$ cat src/hdl/nst_pkg.sv
// constants and types shared by the nibble swap / table access execution block
// assumes a single 100 MHz core clock and active-low asynchronous reset
package nst_pkg;
  // instruction word and field layout
  localparam int          NST_IW          = 16;
  localparam int          NST_PW          = 21;
  localparam logic [5:0]  NST_SWAP_OP     = 6'h0E;   // 0011 10da
  localparam logic [13:0] NST_TBL_PREFIX  = 14'h0002;  // 0000 0000 0000 1x
  localparam int          NST_TBL_WR_BIT  = 2;
  localparam int          NST_D_BIT       = 9;
  localparam int          NST_A_BIT       = 8;
  // indexed literal offset limit (95)
  localparam logic [7:0]  NST_IDX_LIMIT   = 8'h5F;
  // access bank split: low half below 0x60, upper half maps to bank 0xF
  localparam logic [3:0]  NST_ACC_HI_BANK = 4'hF;
  // pointer modes
  localparam logic [1:0]  NST_M_NONE      = 2'h0;
  localparam logic [1:0]  NST_M_POSTINC   = 2'h1;
  localparam logic [1:0]  NST_M_POSTDEC   = 2'h2;
  localparam logic [1:0]  NST_M_PREINC    = 2'h3;
  // holding register count and reset values
  localparam int          NST_HOLD_N      = 8;
  localparam logic [20:0] NST_PTR_RST     = 21'h000000;
  localparam logic [7:0]  NST_BYTE_RST    = 8'h00;
  localparam logic [7:0]  NST_HOLD_RST    = 8'hFF;
  // fifo shape
  localparam int          NST_FIFO_W      = 16;
  localparam int          NST_FIFO_D      = 16;
  // four core clocks per instruction cycle
  localparam logic [1:0]  NST_Q_LAST      = 2'h3;
  // exec state machine, one-hot
  typedef enum logic [3:0] {
    NST_IDLE  = 4'b0001,
    NST_EXEC  = 4'b0010,
    NST_TBL2  = 4'b0100,
    NST_DONE  = 4'b1000
  } nst_state_e;
endpackage

$ cat src/hdl/nst_fifo.sv
// parameterised instruction word fifo with valid/ready on both sides
// assumes both sides on core_clk
module nst_fifo
  import nst_pkg::*;
#(
  parameter int W = NST_FIFO_W,
  parameter int D = NST_FIFO_D
) (
  // clock and reset
  input  wire logic         core_clk,
  input  wire logic         nrst,
  // fill side
  input  wire logic         in_valid,
  output logic              in_ready,
  input  wire logic [W-1:0] in_data,
  // drain side
  output logic              out_valid,
  input  wire logic         out_ready,
  output logic [W-1:0]      out_data
);
  localparam int AW = $clog2(D);
  logic [W-1:0] mem [D];          // storage
  logic [AW-1:0] wr_ptr;          // write index
  logic [AW-1:0] rd_ptr;          // read index
  logic [AW:0]   count;           // fill level
  wire           do_wr = in_valid && in_ready;
  wire           do_rd = out_valid && out_ready;
  wire [AW:0]    next_count = count + (AW+1)'(do_wr) - (AW+1)'(do_rd);  // level after this edge
  assign out_valid = (count != '0);
  assign out_data  = mem[rd_ptr];
  // storage write, no reset needed
  always_ff @(posedge core_clk) begin
    if (do_wr) begin
      mem[wr_ptr] <= in_data;
    end
  end
  // pointers and level
  always_ff @(posedge core_clk or negedge nrst) begin
    if (!nrst) begin
      wr_ptr <= '0;
      rd_ptr <= '0;
      count  <= '0;
      in_ready <= 1'b1;
    end else begin
      if (do_wr) wr_ptr <= wr_ptr + 1'b1;
      if (do_rd) rd_ptr <= rd_ptr + 1'b1;
      count <= next_count;
      // registered full test so the upstream ready comes from a flop
      in_ready <= (next_count != (AW+1)'(D));
    end
  end
endmodule // nst_fifo

$ cat src/hdl/nst_addr.sv
// file address resolution: access bank, banked, or indexed literal offset
// assumes combinational use inside the exec block
module nst_addr
  import nst_pkg::*;
(
  // operand
  input  wire logic [7:0]  file_addr,
  input  wire logic        access_sel,
  // context
  input  wire logic [3:0]  bank_select_reg,
  input  wire logic        ext_set_en,
  input  wire logic [11:0] index_ptr,
  // resolved 12-bit data address
  output logic [11:0]      data_addr
);
  wire idx_mode  = ext_set_en && !access_sel && (file_addr <= NST_IDX_LIMIT);
  wire [11:0] idx_addr  = index_ptr + {4'h0, file_addr};
  wire [11:0] acc_addr  = (file_addr <= NST_IDX_LIMIT) ? {4'h0, file_addr}
                                                        : {NST_ACC_HI_BANK, file_addr};
  wire [11:0] bank_addr = {bank_select_reg, file_addr};
  // select path by access bit
  assign data_addr = idx_mode ? idx_addr : (access_sel ? bank_addr : acc_addr);
endmodule // nst_addr

$ cat src/hdl/nst_exec.sv
// execution of nibble swap, table read and table write
// assumes words arrive on a valid/ready stream, data and program memory answer
// one core clock after their request
//
// Behaviour
// - swap writes nibbles exchanged to destination
// - dest bit 0 to working reg else file
// - access bit picks access bank or banked
// - bank select reg selects general purpose bank
// - extended set: low addresses index from pointer
// - swap keeps flags, one instruction cycle
// - table read loads latch from program memory
// - pointer is 21-bit byte address
// - pointer bit zero picks low/high byte
// - mode field: none, post inc, post dec, pre inc
// - table read takes two instruction cycles
// - table write fills holding register, not array
module nst_exec
  import nst_pkg::*;
(
  // clock and reset
  input  wire logic              core_clk,
  input  wire logic              nrst,
  // instruction stream
  input  wire logic              instr_valid,
  output logic                   instr_ready,
  input  wire logic [NST_IW-1:0] instr_word,
  // configuration
  input  wire logic [3:0]        bank_select_reg,
  input  wire logic              ext_set_en,
  input  wire logic [11:0]       index_ptr,
  // data memory read
  output logic                   dmem_rd,
  output logic [11:0]            dmem_addr,
  input  wire logic [7:0]        dmem_rdata,
  // data memory / working register write
  output logic                   dmem_wr,
  output logic [7:0]             dmem_wdata,
  output logic                   wreg_wr,
  output logic [7:0]             wreg_wdata,
  // program memory read
  output logic                   pmem_rd,
  output logic [NST_PW-2:0]      pmem_word_addr,
  input  wire logic [15:0]       pmem_rdata,
  // status
  output logic [NST_PW-1:0]      table_pointer,
  output logic [7:0]             table_latch,
  output logic [NST_HOLD_N*8-1:0] hold_regs,
  output logic                   busy,
  output logic                   instr_done
);
  nst_state_e   state;                // current state
  nst_state_e   next_state;           // next state
  logic [1:0]   qph;                  // phase within instruction cycle
  logic [NST_IW-1:0] cur;             // word under execution
  logic         cyc2;                 // in second instruction cycle
  // fifo drain side
  logic              f_valid;
  logic [NST_IW-1:0] f_data;
  wire               f_take = (state == NST_IDLE) && f_valid;

  nst_fifo #(.W(NST_FIFO_W), .D(NST_FIFO_D)) u_fifo (
    .core_clk  (core_clk),
    .nrst      (nrst),
    .in_valid  (instr_valid),
    .in_ready  (instr_ready),
    .in_data   (instr_word),
    .out_valid (f_valid),
    .out_ready (f_take),
    .out_data  (f_data)
  );

  // decode of the held word
  wire is_swap   = (cur[15:10] == NST_SWAP_OP);
  wire is_tbl    = (cur[15:3] == NST_TBL_PREFIX[13:1]);
  wire is_tblwr  = is_tbl && cur[NST_TBL_WR_BIT];
  wire is_table_read_op  = is_tbl && !cur[NST_TBL_WR_BIT];
  wire [1:0] mode = cur[1:0];
  wire to_file   = cur[NST_D_BIT];
  wire q_end     = (qph == NST_Q_LAST);

  // address resolution for the swap operand
  logic [11:0] res_addr;
  nst_addr u_addr (
    .file_addr       (cur[7:0]),
    .access_sel      (cur[NST_A_BIT]),
    .bank_select_reg (bank_select_reg),
    .ext_set_en      (ext_set_en),
    .index_ptr       (index_ptr),
    .data_addr       (res_addr)
  );

  // pointer arithmetic wraps in 21 bits
  wire [NST_PW-1:0] ptr_inc  = table_pointer + 21'h000001;
  wire [NST_PW-1:0] ptr_dec  = table_pointer - 21'h000001;
  wire [NST_PW-1:0] acc_ptr  = (mode == NST_M_PREINC) ? ptr_inc : table_pointer;
  wire [NST_PW-1:0] next_ptr = (mode == NST_M_NONE)    ? table_pointer :
                               (mode == NST_M_POSTDEC) ? ptr_dec : ptr_inc;
  // byte from program word by pointer bit zero
  wire [7:0] pm_byte = acc_ptr[0] ? pmem_rdata[15:8] : pmem_rdata[7:0];
  wire [7:0] swapped = {dmem_rdata[3:0], dmem_rdata[7:4]};
  wire [2:0] hold_sel = acc_ptr[2:0];

  // state sequencing: swap one cycle, table ops two
  always_comb begin
    next_state = state;
    unique case (state)
      NST_IDLE: if (f_valid) next_state = NST_EXEC;
      NST_EXEC: if (q_end) next_state = (is_tbl ? NST_TBL2 : NST_DONE);
      NST_TBL2: if (q_end) next_state = NST_DONE;
      NST_DONE: next_state = NST_IDLE;
      default:  next_state = NST_IDLE;
    endcase
  end

  // state register and phase counter
  always_ff @(posedge core_clk or negedge nrst) begin
    if (!nrst) begin
      state <= NST_IDLE;
      qph   <= 2'h0;
      cur   <= '0;
    end else begin
      state <= next_state;
      if (state == NST_IDLE) qph <= 2'h0;
      else qph <= qph + 2'h1;
      if (f_take) cur <= f_data;
    end
  end

  // memory requests: swap reads in phase 1, table read in 2nd cycle phase 1
  always_ff @(posedge core_clk or negedge nrst) begin
    if (!nrst) begin
      dmem_rd        <= 1'b0;
      dmem_addr      <= '0;
      pmem_rd        <= 1'b0;
      pmem_word_addr <= '0;
    end else begin
      dmem_rd <= (state == NST_EXEC) && is_swap && (qph == 2'h0);
      if (state == NST_EXEC && is_swap) dmem_addr <= res_addr;
      pmem_rd <= (state == NST_TBL2) && is_table_read_op && (qph == 2'h0);
      if (state == NST_TBL2) pmem_word_addr <= acc_ptr[NST_PW-1:1];
    end
  end

  // swap result write in last phase; no flags are touched
  always_ff @(posedge core_clk or negedge nrst) begin
    if (!nrst) begin
      dmem_wr    <= 1'b0;
      dmem_wdata <= NST_BYTE_RST;
      wreg_wr    <= 1'b0;
      wreg_wdata <= NST_BYTE_RST;
    end else begin
      dmem_wr <= (state == NST_EXEC) && is_swap && (qph == 2'h2) && to_file;
      wreg_wr <= (state == NST_EXEC) && is_swap && (qph == 2'h2) && !to_file;
      if (state == NST_EXEC && is_swap && qph == 2'h2) begin
        dmem_wdata <= swapped;
        wreg_wdata <= swapped;
      end
    end
  end

  // table pointer, latch and holding registers
  always_ff @(posedge core_clk or negedge nrst) begin
    if (!nrst) begin
      table_pointer <= NST_PTR_RST;
      table_latch   <= NST_BYTE_RST;
    end else begin
      if (state == NST_TBL2 && qph == 2'h2 && is_table_read_op) begin
        table_latch <= pm_byte;
      end
      if (state == NST_TBL2 && q_end) begin
        table_pointer <= next_ptr;
      end
    end
  end

  // eight holding registers, written only by table write
  for (genvar g = 0; g < NST_HOLD_N; g++) begin : g_hold
    always_ff @(posedge core_clk or negedge nrst) begin
      if (!nrst) begin
        hold_regs[g*8 +: 8] <= NST_HOLD_RST;
      end else if (state == NST_TBL2 && q_end && is_tblwr && hold_sel == 3'(g)) begin
        hold_regs[g*8 +: 8] <= table_latch;
      end
    end
  end

  // status outputs
  always_ff @(posedge core_clk or negedge nrst) begin
    if (!nrst) begin
      busy       <= 1'b0;
      instr_done <= 1'b0;
    end else begin
      busy       <= (next_state != NST_IDLE) && (next_state != NST_DONE);
      instr_done <= (next_state == NST_DONE);
    end
  end

  // second-cycle marker for checks
  assign cyc2 = (state == NST_TBL2);

  // swap completes in one instruction cycle
  chk_swap_one_cycle : assert property (@(posedge core_clk) disable iff (!nrst)
    (state == NST_EXEC && is_swap && qph == 2'h0) |-> ##4 (state == NST_DONE))
    else $error("swap did not finish in one cycle");
  // swap data is nibble exchange of read byte
  chk_swap_data : assert property (@(posedge core_clk) disable iff (!nrst)
    (state == NST_EXEC && is_swap && qph == 2'h2) |=>
      (dmem_wdata == {$past(dmem_rdata[3:0]), $past(dmem_rdata[7:4])}))
    else $error("swap data wrong");
  // destination exclusive
  chk_swap_dest : assert property (@(posedge core_clk) disable iff (!nrst)
    (!(dmem_wr && wreg_wr)) and
    ((state == NST_EXEC && is_swap && qph == 2'h2) |=>
      ((dmem_wr == $past(cur[NST_D_BIT])) && (wreg_wr != $past(cur[NST_D_BIT])))))
    else $error("swap wrote both destinations");
  // table op spends two instruction cycles
  chk_tbl_two_cyc : assert property (@(posedge core_clk) disable iff (!nrst)
    (state == NST_EXEC && is_tbl && qph == 2'h0) |-> ##4 cyc2 ##4 (state == NST_DONE))
    else $error("table op length wrong");
  // no program memory read for table write
  chk_tblwr_nord : assert property (@(posedge core_clk) disable iff (!nrst)
    (cyc2 && is_tblwr) |-> !pmem_rd)
    else $error("table write read program memory");
  // post increment moves pointer by one
  chk_ptr_postinc : assert property (@(posedge core_clk) disable iff (!nrst)
    (cyc2 && q_end && mode == NST_M_POSTINC) |=>
      (table_pointer == $past(table_pointer) + 21'h000001))
    else $error("post increment wrong");
  // pointer only moves at end of table op
  chk_ptr_stable : assert property (@(posedge core_clk) disable iff (!nrst)
    !(cyc2 && q_end) |=> $stable(table_pointer))
    else $error("pointer moved unexpectedly");
  // byte select follows pointer bit zero
  chk_byte_sel : assert property (@(posedge core_clk) disable iff (!nrst)
    (cyc2 && is_table_read_op && qph == 2'h2) |=>
      (table_latch == ($past(acc_ptr[0]) ? $past(pmem_rdata[15:8])
                                         : $past(pmem_rdata[7:0]))))
    else $error("wrong byte latched");
endmodule // nst_exec

$ cat config.mk
export PLATFORM = sky130hd
export DESIGN_NAME = nst_exec
export DESIGN_NICKNAME = d
export VERILOG_FILES = /design/src/hdl/nst_pkg.sv /design/src/hdl/nst_fifo.sv /design/src/hdl/nst_addr.sv /design/src/hdl/nst_exec.sv
export SDC_FILE = /design/constraint.sdc
export NUM_CORES = 1
export LEC_CHECK = 0
export BUFFER_PORTS_ARGS = -buffer_cell sky130_fd_sc_hd__buf_2
export CAP_MARGIN = 5
export CORE_MARGIN = 2
export CORE_UTILIZATION = 50
export DETAILED_ROUTE_END_ITERATION = 16
export PLACE_DENSITY = 0.7
export SLEW_MARGIN = 20
export SYNTH_ARGS = -nofsm -noshare
export SYNTH_HDL_FRONTEND = slang
export SYNTH_SLANG_ARGS = --single-unit
$ cat constraint.sdc
create_clock -name core_clk -period 3.1 [get_ports core_clk]
set_clock_uncertainty 0.15 [all_clocks]
set_input_delay 0.31 -clock core_clk [delete_from_list [all_inputs] [get_ports core_clk]]
set_output_delay 0.31 -clock core_clk [all_outputs]
set_load 0.02 [all_outputs]
==> results.cfg <==
[synthesis]
avgSynthCellArea_um2 = 15.68
ys.warnings.count = 0
synthMuxAreaShare = 0.1490
synth_top_area_frac = 0.4255
synth_nets = 1238
synthAdderAreaFrac = 0.01884
ys_top_cells_by_area = edfxtp_1 (43%), dfrtp_1 (15%), dfstp_2 (9.6%), mux4_2 (8.0%), mux2_2 (4.5%)
synthFlopType = edfxtp_1
synth_edf_count = 256
ys_types = 59
yosys_register_bits = 431
yosys.area.top_type = edfxtp_1
ys_seq_area_frac = 0.6724
synthArstFlopShare = 0.4060
synth_compound_area_frac = 0.04009
synth.cell_area_um2 = 18070
yosys-top-cells-count = edfxtp_1 (256), dfrtp_1 (109), nand2_1 (87)
synth.most_common_cell = edfxtp_1
synth_xor_area_frac = 0.02811
synthCells = 1152
synthSimpleGateAreaFrac = 0.07105
synth_top_family_by_area = multiplexers

[critical_path]
worstSetupPathType = reg -> reg
crit_required_ns = 3.42
crit_path_start = u_fifo.count[3]$_DFF_PN0_
crit_chain = inv_1 > ha_1 > inv_1 > o41ai_4 > inv_2 > ha_1 > inv_1 > ha_1 > inv_1 > fa_1 > inv_1 > nor4_1 > nand2_1
crit_buf_inv = 6
crit_path_end_kind = register
crit_path_start_kind = register
worstRegToRegCells = 13
cp_common_cell = inv_1
timing.rr.start = u_fifo.count[3]$_DFF_PN0_
crit_slowest_cell = fa_1
r2r_slack_ns = 0.22
reg2reg_to = u_fifo.in_ready$_DFF_PN1_
worstPathMaxFanout = 3
cp.arrival_ns = 3.21
max_stage_delay_ns = 0.49
path_delay_family = adder cells

[power_and_ir_drop]
p_per_area_nw_per_um2 = 786.0
max-vdd-ir-drop_mv = 0.5787
p_total_mw = 17.05
p_leak_nw = 8.803

[clocking]
clock_sinks = 431
root_buffer = clkbuf_16
cts.path.max_buffers = 3
numCtsBuffers = 44
htree_levels = 2
worstSkewPairLatency_ns = 0.55
cts_tree = done
clk_transition_reported_paths_ns = 0.06

[timing]
tightest_slew_ns = 0.8558
whs_ns = 0.04266
period_needed_ns = 2.881
final_hold_viol_count = 0
clock.fmax_ghz = 0.3471
setup_viol = 0
drv_slew = 0
relSlewSlack = 0.4270
finalCritPeriodShare = 0.9293

[placed_design]
placedCellCount = 1798
dp_hpwl_um = 26340
gp_congestion = 0.8228
numPortBuffers = 207

[die]
die_area_um2 = 37670
start_util = 0.5080
die_w_um = 194.1
ios = 208
rows = 69
core_um2 = 35570
die_h_um = 194.1

[route]
topRoutingLayerUsed = met5
via_count = 10745
antenna_left = 0
route.met3.wl_um = 2338
post_drt_wl_per_cell_um = 21.38
routed_via_density = 5.573
first_iter_violations = 711
wl_met1_um = 17600
firstDrtPassIters = 4
drc = 0
wl_um = 41230
wl_met2_um = 20460

[hold_path]
hp-class = in -> reg
min-delay-start = index_ptr[0]
holdPathEnd = dmem_addr[0]$_DFFE_PN0P_
hold_path_depth = 4

[finish]
final_cells = 1928
antennaDiodeCount = 0
multi_input_area_um2 = 5568
finish.utilization = 0.6099
n_fill_cell = 2661
ff_latch_area_um2 = 12160
drive_gt1_frac = 0.3674
area_growth_pct = 20.06
fin_nets = 1517

[grt]
antenna_found_initial = 1
grt_pass1_wl_um = 63490
grt_max_degree = 63
grt_use_total = 0.2187
grt_overflow = 0
grt_pass1_vias = 10775

[job]
cap_violations = 0

[status]
outcome = complete, no violations
## layout make-up
type | instances | area share
repair buffers | 299 | 0.08703
well taps | 461 | 0.02659
multi-input cells | 633 | 0.2567
clock buffers | 65 | 0.05802
flip-flops and latches | 431 | 0.5603
inverters | 22 | 0.003807
clock inverters | 17 | 0.007556
## state kept, by name, summed over array words and instances, names as in the netlist, 2 cells and up
name and count:
u_fifo.mem 256, hold_regs 64, table_pointer 21, pmem_word_addr 20, cur 16, dmem_addr 12, table_latch 8, wreg_wdata 8
u_fifo.count 5, state 4, u_fifo.rd_ptr 4, u_fifo.wr_ptr 4, qph 2
## layer usage
metal / up-vias / global-route usage
met5: - / 0
met4: 2 / 0.05471
met3: 63 / 0.04140
met2: 347 / 0.3677
met1: 5452 / 0.2961
li1: 4881 / -
## worst max path at each step
stage                                endpoint  slack (ns)  depth (start not counted)
finish              u_fifo.in_ready$_DFF_PN1_        0.22                         13
global route        u_fifo.in_ready$_DFF_PN1_      -0.007                         16
CTS                 u_fifo.in_ready$_DFF_PN1_        0.16                         13
detailed placement  u_fifo.in_ready$_DFF_PN1_        0.16                         13
global placement    u_fifo.in_ready$_DFF_PN1_        0.26                         16
floorplan           u_fifo.in_ready$_DFF_PN1_        0.28                         16
## what timing repair did
action                                  CTS  global route
gates resized for setup                   0             2
endpoints found under the setup margin    0             2
buffers inserted                          0             1
hold buffers                             47             0
hold endpoints to repair                330             0
## worst reg2reg max path: cells and delay by family, from the launching register on
kind	cells	cell delay (ns)
AOI/OAI and AO/OA	1	0.39
adders and majority gates	4	1.08
and+or+nand+nor	2	0.39
buffers and inverters	6	0.40
DFF	1	0.39
## per-stage QoR
stage | TNS [ns] | setup WS (ns) | area [um2]
3_5_place_dp | 0 | 0.1572 | 19780
6_report | 0 | 0.2193 | 21690
2_1_floorplan | 0 | 0.2750 | 18070
3_3_place_gp | 0 | 0.2607 | 19780
4_1_cts | 0 | 0.1569 | 21670
5_1_grt | -0.007334 | -0.007334 | 21690
## cells by family (layout without fill, tap and decap cells)
family	after synthesis	after routing
buffers and inverters	88	403
flip-flops	431	431
adder cells (fa/ha/maj)	26	26
AO/OA/AOI/OAI	115	115
multiplexers	180	180
XOR/XNOR	58	58
AND/OR/NAND/NOR	254	254
## where the power goes
group          switching, mW  internal, mW  total, mW
combinational           2.38          2.10       4.48
clock                   2.11          3.07       5.18
sequential             0.629          6.76       7.39
## cells in the final DEF, fill, tap and decap left out, types with 38 or more instances in the layout
cell,count
buf_2,206
clkbuf_16,45
buf_4,42
mux4_2,64
edfxtp_1,256
dfrtp_1,106
dlygate4sd3_1,47
mux2i_1,44
o21ai_0,38
dfstp_2,66
nor2_1,40
mux2_2,72
nand2_1,87
No activity file was read; power rests on OpenSTA's default activity.
